===== src/verilog/pia_pkg.sv =====
// Constants for the interrupt aggregator: map, fields, resets, edge set-up
package pia_pkg;
    localparam int          NGRP          = 4;
    localparam logic [7:0]  ADDR_STATUS   = 8'h00;
    localparam logic [7:0]  ADDR_MASK     = 8'h04;
    localparam logic [7:0]  ADDR_LIVE     = 8'h08;
    localparam logic [7:0]  ADDR_EDGE_A   = 8'h0c;
    localparam logic [7:0]  ADDR_EDGE_B   = 8'h0d;
    localparam logic [7:0]  ADDR_INT_CTRL = 8'h0e;
    localparam logic [7:0]  ADDR_OSC_THM  = 8'h0f;
    localparam logic [7:0]  ADDR_HOLD     = 8'h10;
    localparam logic [7:0]  GRP_ADDR_MSK  = 8'hfc;
    // Control fields
    localparam int          CTRL_CLR_WR   = 0;
    localparam int          CTRL_PEND     = 1;
    localparam int          CTRL_POL_HIGH = 2;
    localparam logic [7:0]  CTRL_RESET    = 8'h02;
    localparam int          OSC_MASK_SLP  = 0;
    localparam logic [7:0]  OSC_RESET     = 8'h00;
    localparam logic [7:0]  MASK_RESET    = 8'h00;
    localparam logic [7:0]  EDGE_RESET    = 8'h00;
    localparam logic [7:0]  HOLD_RESET    = 8'h01;
    localparam logic [7:0]  ALL_ONES      = 8'hff;
    // Source bit positions
    localparam int          B_SUPPLY      = 6;
    localparam int          B_OVERHEAT    = 5;
    localparam int          B_PWR_DOWN    = 4;
    localparam int          B_REMOTE_ON   = 3;
    localparam int          B_HOLD        = 2;
    localparam int          B_BUTTON      = 1;
    localparam int          B_SHORT       = 6;
    localparam int          B_RESET_PIN   = 4;
    localparam int          B_WATCHDOG    = 2;
    // Fixed edge selection for groups one to three
    localparam logic [7:0]  G1_RISE       = 8'h70;
    localparam logic [7:0]  G1_FALL       = 8'h7a;
    localparam logic [7:0]  G1_ALWAYS_ON  = 8'h0a;
    localparam logic [7:0]  G2_RISE       = 8'hff;
    localparam logic [7:0]  G3_RISE       = 8'hff;
    localparam logic [7:0]  NO_EDGE       = 8'h00;
    // Long-press step
    localparam int          CLK_PERIOD_NS = 25;
    localparam int          HOLD_STEP_NS  = 1000000;
    localparam int          HOLD_STEP_CYC = HOLD_STEP_NS / CLK_PERIOD_NS;
    localparam int          HOLD_CNT_W    = 24;
endpackage : pia_pkg


===== src/verilog/pia_aggregator.sv =====
// Interrupt aggregator: event capture, pending store, clear methods, pin
`timescale 1ns/1ps
module pia_aggregator #(
    parameter int HOLD_STEP_CYCLES = pia_pkg::HOLD_STEP_CYC
) (
    // Clock and reset
    input  wire logic       clk_in,
    input  wire logic       rst_b_in,
    // Event sources, asynchronous levels
    input  wire logic [7:0] src_group1_in,
    input  wire logic [7:0] src_group2_in,
    input  wire logic [7:0] src_group3_in,
    input  wire logic [7:0] src_group4_in,
    // Power state from sequencer
    input  wire logic       device_on_in,
    input  wire logic       sleep_mode_in,
    // Register access from control interface
    input  wire logic [7:0] reg_addr_in,
    input  wire logic       reg_rd_in,
    input  wire logic       reg_wr_in,
    input  wire logic [7:0] reg_wdata_in,
    output logic      [7:0] reg_rdata_out,
    // Outputs
    output logic            int_pin_out,
    output logic            power_on_req_out
);
    import pia_pkg::*;

    ////////////////////////////////////////////////////////////////////////
    logic [7:0] raw [NGRP];
    logic [7:0] sync1 [NGRP];
    logic [7:0] sync2 [NGRP];
    logic [7:0] prev [NGRP];
    logic [7:0] status [NGRP];
    logic [7:0] pend [NGRP];
    logic [7:0] next_status [NGRP];
    logic [7:0] next_pend [NGRP];
    logic [7:0] ev [NGRP];
    logic [7:0] clr [NGRP];
    logic [7:0] rise_cfg [NGRP];
    logic [7:0] fall_cfg [NGRP];
    logic [7:0] det_en [NGRP];
    logic [7:0] mask [NGRP];
    logic [7:0] next_mask [NGRP];
    logic [7:0] edge_a, edge_b, ctrl, osc, hold;
    logic [7:0] next_edge_a, next_edge_b, next_ctrl, next_osc, next_hold;
    logic [7:0] next_rdata;
    logic       line_act, line_gated, pon_req, next_int, next_pon;
    logic       stat_hit, clr_try, clr_ok, last_clr, next_last_clr;
    logic [1:0] grp, last_grp, next_last_grp;
    logic [HOLD_CNT_W-1:0] hold_cnt, next_hold_cnt, hold_thr;
    logic       hold_evt;

    assign raw[0] = src_group1_in;
    assign raw[1] = src_group2_in;
    assign raw[2] = src_group3_in;
    assign raw[3] = src_group4_in;
    assign rise_cfg[0] = G1_RISE;
    assign rise_cfg[1] = G2_RISE;
    assign rise_cfg[2] = G3_RISE;
    assign rise_cfg[3] = edge_a;
    assign fall_cfg[0] = G1_FALL;
    assign fall_cfg[1] = NO_EDGE;
    assign fall_cfg[2] = NO_EDGE;
    assign fall_cfg[3] = edge_b;

    ////////////////////////////////////////////////////////////////////////
    // Access decode and clear qualification
    assign grp      = reg_addr_in[1:0];
    assign stat_hit = (reg_addr_in & GRP_ADDR_MSK) == ADDR_STATUS;
    assign clr_try  = stat_hit && (ctrl[CTRL_CLR_WR] ? reg_wr_in : reg_rd_in);
    // Second clear in a row to one register is ignored
    assign clr_ok   = clr_try && !(last_clr && last_grp == grp);

    always_comb begin
        next_last_clr = last_clr;
        next_last_grp = last_grp;
        if (reg_rd_in || reg_wr_in) begin
            next_last_clr = clr_try;
            next_last_grp = grp;
        end
    end

    ////////////////////////////////////////////////////////////////////////
    // Long button hold; counter saturates so one event per press
    assign hold_thr = HOLD_CNT_W'(hold) * HOLD_CNT_W'(HOLD_STEP_CYCLES);
    assign hold_evt = !sync2[0][B_BUTTON] && hold_cnt == hold_thr;

    always_comb begin
        next_hold_cnt = hold_cnt;
        if (sync2[0][B_BUTTON]) begin
            next_hold_cnt = '0;
        end else if (hold_cnt <= hold_thr) begin
            next_hold_cnt = hold_cnt + 1'b1;
        end
    end

    ////////////////////////////////////////////////////////////////////////
    // Per-group capture
    for (genvar g = 0; g < NGRP; g++) begin : g_grp
        logic [7:0] edges, hold_keep, move;
        // Press-type pins idle high; reset there so release is no false press
        localparam logic [7:0] IDLE_LVL = (g == 0) ? G1_ALWAYS_ON : NO_EDGE;
        // Edges taken from second stage only
        assign edges = (sync2[g] & ~prev[g] & rise_cfg[g])
                     | (~sync2[g] & prev[g] & fall_cfg[g]);
        // Power-on sources ignore the mask but only in active or sleep
        if (g == 0) begin : g_one
            assign det_en[g] = ~mask[g] | G1_ALWAYS_ON;
            assign ev[g] = (edges & ~(device_on_in ? NO_EDGE : G1_ALWAYS_ON)
                           | ({7'h00, hold_evt} << B_HOLD)) & det_en[g];
        end else begin : g_rest
            assign det_en[g] = ~mask[g];
            assign ev[g] = edges & det_en[g];
        end
        assign clr[g] = (clr_ok && grp == 2'(g))
                      ? (ctrl[CTRL_CLR_WR] ? reg_wdata_in : ALL_ONES) : NO_EDGE;
        assign hold_keep = status[g] & ~clr[g];
        assign move      = status[g] & clr[g] & pend[g];

        always_comb begin
            // New events win over clears; pending moves up on clear
            next_status[g] = hold_keep | move | ev[g];
            next_pend[g]   = (pend[g] & ~(status[g] & clr[g]))
                           | (ev[g] & status[g] & (~clr[g] | pend[g])
                              & {8{ctrl[CTRL_PEND] & line_act}});
        end

        always_ff @(posedge clk_in or negedge rst_b_in) begin
            if (!rst_b_in) begin
                sync1[g]  <= IDLE_LVL;
                sync2[g]  <= IDLE_LVL;
                prev[g]   <= IDLE_LVL;
                status[g] <= '0;
                pend[g]   <= '0;
                mask[g]   <= MASK_RESET;
            end else begin
                sync1[g]  <= raw[g];
                sync2[g]  <= sync1[g];
                prev[g]   <= sync2[g];
                status[g] <= next_status[g];
                pend[g]   <= next_pend[g];
                mask[g]   <= next_mask[g];
            end
        end

        a_masked_no_set: assert property (@(posedge clk_in) disable iff (!rst_b_in)
            (!det_en[g][B_PWR_DOWN] && !status[g][B_PWR_DOWN])
            |=> !status[g][B_PWR_DOWN])
            else $error("masked source set status");
        a_masked_stays: assert property (@(posedge clk_in) disable iff (!rst_b_in)
            (status[g][B_SHORT] && mask[g][B_SHORT] && !clr[g][B_SHORT])
            |=> status[g][B_SHORT])
            else $error("set bit lost after masking");
        a_read_clears: assert property (@(posedge clk_in) disable iff (!rst_b_in)
            (clr_ok && grp == 2'(g) && !ctrl[CTRL_CLR_WR] && ev[g] == NO_EDGE
             && pend[g] == NO_EDGE) |=> status[g] == NO_EDGE)
            else $error("clear-on-read left bits");
        a_write_bit: assert property (@(posedge clk_in) disable iff (!rst_b_in)
            (clr[g][B_WATCHDOG] && !ev[g][B_WATCHDOG] && !pend[g][B_WATCHDOG])
            |=> !status[g][B_WATCHDOG])
            else $error("cleared bit still set");
        a_pending_two: assert property (@(posedge clk_in) disable iff (!rst_b_in)
            (status[g][B_HOLD] && pend[g][B_HOLD] && clr[g][B_HOLD] && !ev[g][B_HOLD])
            |=> (status[g][B_HOLD] && !pend[g][B_HOLD]))
            else $error("pending bit not kept");
        a_no_pend_discard: assert property (@(posedge clk_in) disable iff (!rst_b_in)
            (!ctrl[CTRL_PEND] && !pend[g][B_SUPPLY]) |=> !pend[g][B_SUPPLY])
            else $error("pending stored while disabled");
        // New events always land, even with the line already active
        a_event_lands: assert property (@(posedge clk_in) disable iff (!rst_b_in)
            ev[g][B_RESET_PIN] |=> status[g][B_RESET_PIN])
            else $error("event not recorded");
        a_pend_needs_line: assert property (@(posedge clk_in) disable iff (!rst_b_in)
            !line_act |=> (pend[g] & ~$past(pend[g])) == NO_EDGE)
            else $error("pending stored with line idle");
    end

    ////////////////////////////////////////////////////////////////////////
    // Output line and power-on request
    always_comb begin
        line_act = 1'b0;
        pon_req  = 1'b0;
        for (int g = 0; g < NGRP; g++) begin
            line_act = line_act | (|(status[g] & ~mask[g]));
        end
        pon_req    = line_act | (|(status[0] & G1_ALWAYS_ON));
        line_gated = line_act && !(sleep_mode_in && osc[OSC_MASK_SLP]);
        next_int   = ctrl[CTRL_POL_HIGH] ? line_gated : !line_gated;
        next_pon   = pon_req;
    end

    ////////////////////////////////////////////////////////////////////////
    // Register writes and reads
    always_comb begin
        next_mask   = mask;
        next_edge_a = edge_a;
        next_edge_b = edge_b;
        next_ctrl   = ctrl;
        next_osc    = osc;
        next_hold   = hold;
        next_rdata  = reg_rdata_out;
        if (reg_wr_in) begin
            if ((reg_addr_in & GRP_ADDR_MSK) == ADDR_MASK) begin
                next_mask[grp] = reg_wdata_in;
            end else if (reg_addr_in == ADDR_EDGE_A) begin
                next_edge_a = reg_wdata_in;
            end else if (reg_addr_in == ADDR_EDGE_B) begin
                next_edge_b = reg_wdata_in;
            end else if (reg_addr_in == ADDR_INT_CTRL) begin
                next_ctrl = reg_wdata_in;
            end else if (reg_addr_in == ADDR_OSC_THM) begin
                next_osc = reg_wdata_in;
            end else if (reg_addr_in == ADDR_HOLD) begin
                next_hold = reg_wdata_in;
            end
        end
        if (reg_rd_in) begin
            if (stat_hit) begin
                next_rdata = status[grp];
            end else if ((reg_addr_in & GRP_ADDR_MSK) == ADDR_MASK) begin
                next_rdata = mask[grp];
            end else if ((reg_addr_in & GRP_ADDR_MSK) == ADDR_LIVE) begin
                next_rdata = sync2[grp];
            end else if (reg_addr_in == ADDR_EDGE_A) begin
                next_rdata = edge_a;
            end else if (reg_addr_in == ADDR_EDGE_B) begin
                next_rdata = edge_b;
            end else if (reg_addr_in == ADDR_INT_CTRL) begin
                next_rdata = ctrl;
            end else if (reg_addr_in == ADDR_OSC_THM) begin
                next_rdata = osc;
            end else if (reg_addr_in == ADDR_HOLD) begin
                next_rdata = hold;
            end else begin
                next_rdata = NO_EDGE;
            end
        end
    end

    always_ff @(posedge clk_in or negedge rst_b_in) begin
        if (!rst_b_in) begin
            edge_a           <= EDGE_RESET;
            edge_b           <= EDGE_RESET;
            ctrl             <= CTRL_RESET;
            osc              <= OSC_RESET;
            hold             <= HOLD_RESET;
            reg_rdata_out    <= '0;
            int_pin_out      <= 1'b1;
            power_on_req_out <= 1'b0;
            last_clr         <= 1'b0;
            last_grp         <= '0;
            hold_cnt         <= '0;
        end else begin
            edge_a           <= next_edge_a;
            edge_b           <= next_edge_b;
            ctrl             <= next_ctrl;
            osc              <= next_osc;
            hold             <= next_hold;
            reg_rdata_out    <= next_rdata;
            int_pin_out      <= next_int;
            power_on_req_out <= next_pon;
            last_clr         <= next_last_clr;
            last_grp         <= next_last_grp;
            hold_cnt         <= next_hold_cnt;
        end
    end

    a_pin_level: assert property (@(posedge clk_in) disable iff (!rst_b_in)
        line_gated |=> int_pin_out == $past(ctrl[CTRL_POL_HIGH]))
        else $error("pin not asserted with pending status");
    a_idle_drops: assert property (@(posedge clk_in) disable iff (!rst_b_in)
        (!line_act && !ctrl[CTRL_POL_HIGH] && $stable(ctrl)) |=> int_pin_out)
        else $error("pin active with all status clear");
    // A refused clear must leave its group untouched
    a_twice_once: assert property (@(posedge clk_in) disable iff (!rst_b_in)
        (clr_try && last_clr && last_grp == grp && ev[grp] == NO_EDGE)
        |=> status[$past(grp)] == $past(status[grp]))
        else $error("back-to-back clear accepted");
    a_button_req: assert property (@(posedge clk_in) disable iff (!rst_b_in)
        status[0][B_BUTTON] |=> power_on_req_out)
        else $error("button status without on-request");

    ////////////////////////////////////////////////////////////////////////
    // Sleep gating, on-request, long hold and read-back
    a_sleep_quiet: assert property (@(posedge clk_in) disable iff (!rst_b_in)
        (sleep_mode_in && osc[OSC_MASK_SLP]) |=> int_pin_out != $past(ctrl[CTRL_POL_HIGH]))
        else $error("pin signalled in sleep while suppressed");
    a_line_on_req: assert property (@(posedge clk_in) disable iff (!rst_b_in)
        line_act |=> power_on_req_out)
        else $error("active line without on-request");
    a_hold_single: assert property (@(posedge clk_in) disable iff (!rst_b_in)
        hold_evt |=> !hold_evt)
        else $error("long hold raised twice");
    a_dev_off: assert property (@(posedge clk_in) disable iff (!rst_b_in)
        (!device_on_in && !status[0][B_REMOTE_ON]) |=> !status[0][B_REMOTE_ON])
        else $error("remote power-on taken while off");
    a_live_read: assert property (@(posedge clk_in) disable iff (!rst_b_in)
        (reg_rd_in && (reg_addr_in & GRP_ADDR_MSK) == ADDR_LIVE) |=> reg_rdata_out == $past(sync2[grp]))
        else $error("live level read wrong");
    a_status_read: assert property (@(posedge clk_in) disable iff (!rst_b_in)
        (reg_rd_in && stat_hit) |=> reg_rdata_out == $past(status[grp]))
        else $error("status read wrong");
endmodule : pia_aggregator


===== config.mk =====
export PLATFORM = sky130hd
export DESIGN_NAME = pia_aggregator
export DESIGN_NICKNAME = d
export VERILOG_FILES = /design/src/verilog/pia_pkg.sv /design/src/verilog/pia_aggregator.sv
export SDC_FILE = /design/constraint.sdc
export NUM_CORES = 1
export LEC_CHECK = 0
export ABC_CLOCK_PERIOD_IN_PS = 5620
export BUFFER_PORTS_ARGS = -buffer_cell sky130_fd_sc_hd__buf_2
export CAP_MARGIN = 20
export CORE_MARGIN = 8
export CORE_UTILIZATION = 55
export DETAILED_ROUTE_END_ITERATION = 8
export HOLD_SLACK_MARGIN = 0.15
export PLACE_DENSITY = 0.85
export SLEW_MARGIN = 20
export SYNTH_ARGS = -nofsm -noshare
export SYNTH_HDL_FRONTEND = slang
export SYNTH_SLANG_ARGS = --single-unit

===== constraint.sdc =====
create_clock -name clk_in -period 5.62 [get_ports clk_in]
set_input_delay 0.562 -clock clk_in [delete_from_list [all_inputs] [get_ports clk_in]]
set_output_delay 0.562 -clock clk_in [all_outputs]
set_load 0.03 [all_outputs]

After elaboration in Yosys (flattened, before gate mapping)
Index checks and enable logic that the tools add are counted.

word-level totals
  output and inout port bits = 10
  input port bits = 54
  logic and storage cells = 206
  bits in registers = 268

operators by class
  muxes and demuxes = 30
  $lt $le $gt $ge = 3
  reductions and logical operators = 30
  equality and inequality tests = 12
  bitwise operators = 94
  multipliers = 1
  add/sub/neg operators = 1

operators with widths
  operator                                                                number
  8-bit AND                                                               42
  8-bit 2-to-1 mux                                                        20
  8-bit OR                                                                17
  8-bit NOT                                                               16
  8-bit binary-select mux with 2-bit select                               3
  24-bit 2-to-1 mux                                                       2
  32-bit bitwise mux                                                      1
  8-bit by 4-bit equality test with 1-bit output (second input constant)  4
  8-bit OR reduction                                                      4
  24-bit by 1-bit adder with 24-bit output (second input constant)        1
  24-bit equality test                                                    1
  24-bit <= comparator                                                    1
  8-bit by 10-bit multiplier with 18-bit output (second input constant)   1
  8-bit demux with 2-bit select                                           1
  7-bit AND                                                               2
  7-bit NOT                                                               2
  1-bit logical AND                                                       11
  7-bit by 8-bit AND with 8-bit output                                    1
  8-bit by 5-bit equality test with 1-bit output (second input constant)  1
  8-bit logical NOT                                                       1
  4-bit NOT with 8-bit output                                             1
  8-bit by 3-bit OR with 8-bit output                                     1
  7-bit OR                                                                1
  7-bit AND reduction                                                     1
  other kinds (23)                                                        35

Longest topological paths before layout
  depth after elaboration = 11
  mapped depth = 21
  gate-level depth less buffers = 20

Worst setup path before layout
OpenSTA, ideal clock, no wires.

  kind = reg-to-reg
  start = register hold[2]
  end = register hold_cnt[1]
  stages on the path, launching flop included = 22
  clock period less this slack = 5.791 ns
  required time = 5.488 ns
  setup time = 0.132 ns
  path slack = -0.171 ns
  arrival = 5.659 ns
  buffers on the path = 1
  cell sequence = dfrtp_1 > ha_1 > ha_1 > inv_1 > fa_1 > fa_1 > inv_1 > fa_1 > a21o_1 > a21oi_1 > o21bai_1 > a2111oi_0 > nor2_1 > a311oi_1 > ha_1 > nand4_1 > nor4_1 > a22oi_1 > a31oi_1 > clkbuf_1 > mux2i_1 > nor2_1

on the way
  word-level cells in the longest chain between the ends = 3

RTL lines
  what                                           RTL line               text
  from (decl)                                    pia_aggregator.sv:45   logic [7:0] edge_a, edge_b, ctrl, osc, hold;
  from (signal assigned)                         pia_aggregator.sv:259  hold <= next_hold;
  8-bit by 10-bit multiplier with 18-bit output  pia_aggregator.sv:86   assign hold_thr = HOLD_CNT_W'(hold) * HOLD_CNT_W'(HOLD_STEP_CYCLES);
  24-bit <= comparator                           pia_aggregator.sv:93   end else if (hold_cnt <= hold_thr) begin
  2-bit nonzero test (no source line)            n/a
  to (signal assigned)                           pia_aggregator.sv:265  hold_cnt <= next_hold_cnt;
  to (decl)                                      pia_aggregator.sv:51   logic [HOLD_CNT_W-1:0] hold_cnt, next_hold_cnt, hold_thr;

Every way passes these cells.
A chain may end at the register's enable or synchronous reset.

Worst setup path after layout
  start = register hold[3]
  end = register hold_cnt[1]

Same word-level chain as after synthesis.

==> run metrics <==
status complete, but fails checks; failing checks negative setup slack; Num CTS Buffers 28; top cells by count, synth dfrtp_1 (257), nand2_1 (111), mux2_2 (85); Initial Util 0.555; clock-pin slew on the worst setup and hold paths 60 ps; # IOs 64; GPL Wtd Cong 0.860; initial antenna violation count 2; CTS tree done; Final Util 0.659; Tot GR Track Use 0.236; fin worst setup slack -44.9 ps; Worst Hold Class input pin to asynchronous set/reset pin; Leak 6.99 nW; deepest level of the CTS H-tree 1; worst slew pin tran 1050 ps; initial drt markers 1031; first-pass GRT wire length 54.0 mm; vias in the first global route 10109; Core Rows 56; # Max-Cap Violations 0; first-pass detailed-route iteration total 6; buffers added on ports 63; FILL cells 1624; prevailing post-synth register cell dfrtp_1; remaining global-route overflow 0; Avg Inst Size Synth 11.5 sq um; Final setup viols 2; Final Hold Vio Count 0; Die Height 169 um; via/cell ratio 6.24; Die ar. 28600 sq um; worst skew pair latency 550 ps; Post-Route WL 34.4 mm; worst rel slew slack 0.293; Clock Sinks 266; P&R area growth vs syn 18.8%; FFs w/ async S/R, synth 1.00; post-synthesis cell type count 58; pwr dens 310 nW/um^2; Max FO, Critical Path 5; Crit. End Element register; RSZ-0062 raised after global routing yes; Seq/Total Area, Yosys 0.517; DIE WIDTH 169 um; core area 23300 sq um; register bit total from synthesis 266; critical path data required time 6020 ps; most common cell in the netlist dfrtp_1; WS Path Type register to register; clk_skew 14.4 ps; CTS root buffer clkbuf_16; share of cells above drive strength 1 0.258; worst hold slack 110 ps; synth top area cells dfrtp_1 (50%), mux2_2 (7.4%), ha_1 (5.7%); fin nets 1378; min cycle time layout 5660 ps; Net Count, Synth 1250; drt drc 0; Tot Pwr 4.75 mW; Mapped Cells 1125; Post-synth EDFFs 0; f_max 177 MHz; largest net degree at the start of global routing 140; Cell Area, Synth 12900 sq um; area leader, netlist dfrtp_1; Worst VDD drop 0.261 mV; Synthesis Warnings 0; Detail Route Antenna Nets 0; startpoint class of the critical path register; Max Buffers Root-to-Sink 3; via count 9965; final worst path period share 1.01; wire per inst 21.5 um; post-synth top area share 0.498; post-DP HPWL 22.2 mm; Final Max Tran Viols 0; Crit path arrival time 6070 ps
critical path, cell delays in order (launching register included):
cell	delay (ps)
dfrtp_1	380
ha_1	290
ha_1	290
inv_1	70
fa_1	430
fa_1	530
inv_2	50
fa_2	350
a21o_1	170
a21oi_2	180
o21bai_2	110
a2111oi_2	300
buf_4	180
o21a_1	150
a311oi_2	60
ha_1	330
nand4_1	210
buf_6	200
nor3_4	200
a21oi_2	80
buf_4	140
a31oi_4	310
clkbuf_16	220
mux2i_2	210
nor2_1	60
final timing paths:
kind                                           from                        to  slack [ps]  cells after the start
worst max-delay path            hold[3]$_DFFE_PN0P_   hold_cnt[1]$_DFFE_PN0P_         -40                     24
worst min register to register  sync1[24]$_DFF_PN0_       sync2[24]$_DFF_PN0_         350                      0
worst min-delay path                       rst_b_in  hold_cnt[19]$_DFFE_PN0P_         110                      1
worst max register to register  hold[3]$_DFFE_PN0P_   hold_cnt[1]$_DFFE_PN0P_         -40                     24
min in group clk_in             sync1[24]$_DFF_PN0_       sync2[24]$_DFF_PN0_         350                      0
max in group asynchronous                  rst_b_in       sync1[19]$_DFF_PN0_        4210                      2
metal layers:
metal / vias up / share of wire / track usage
met1: 4953 / 0.38 / 0.298
met5: - / 0 / 0
met3: 127 / 0.087 / 0.0472
li1: 4334 / - / -
met4: 0 / 0.046 / 0.114
met2: 551 / 0.48 / 0.386
power breakdown:
part	switching [mW]	total, mW	internal, mW
Clock	0.790	1.99	1.20
Sequential	0.104	2.15	2.04
Combinational	0.338	0.613	0.275
logic make-up after synthesis:
group	share of synthesized area
AO/OA/AOI/OAI	0.113
AND/OR/NAND/NOR	0.125
buffers and inverters	0.0340
multiplexers	0.125
adder cells (fa/ha/maj)	0.0758
flip-flops	0.517
XOR/XNOR	0.0115
registers in the layout, indices dropped and copies added (netlist names):
name,flops
edge_b,8
prev,29
mask,32
power_on_req_out,1
sync2,32
reg_rdata_out,8
sync1,32
osc,8
last_clr,1
status,32
edge_a,8
ctrl,8
int_pin_out,1
hold,8
pend,32
hold_cnt,24
last_grp,2
through the flow:
stage / cells / cell area (sq um) / setup TNS (ps) / setup slack (ps)
final: 1597 / 15300 / -78.8 / -44.9
after floorplan: 1125 / 12900 / 0 / 2.15
after global routing: 1596 / 15300 / -3410 / -287
after global placement: 1497 / 13700 / -253 / -39.1
after CTS: 1590 / 15200 / 0 / 5.20
after detailed placement: 1498 / 13700 / -4250 / -288
what timing repair did:
item,4_1_cts,5_1_grt
setup buffers,5,5
gates resized for setup,15,30
endpoints found under the setup margin,23,25
gates cloned,3,1
hold buffers,32,0
pin swaps,27,15
endpoints found under the hold margin,32,0
cell type report:
type	instances	area, sq um	area share
antenna	3	7.51	0.000489
clock inverter	19	235	0.0153
timing repair buffer	138	1040	0.0679
inverter	70	263	0.0171
multi-input combinational	749	5960	0.389
tap	319	399	0.0260
clock buffer	33	761	0.0496
sequential	266	6670	0.435
cell usage in the layout, fill, tap and decap left out, types with 11 or more instances in the layout:
cell type / count
mux2_2: 85
nand4_1: 13
o31ai_1: 39
buf_4: 33
mux4_2: 24
fa_1: 11
nand3_1: 24
nor2_1: 28
dfrtp_1: 257
or3b_2: 12
nand2_1: 111
clkbuf_16: 30
or4_1: 11
buf_2: 62
a21oi_1: 71
o21ai_1: 17
dlygate4sd3_1: 32
nand2b_1: 27
a22oi_1: 11
inv_1: 69
ha_1: 57
o21ai_0: 57
No activity file was read; power rests on OpenSTA's default activity.
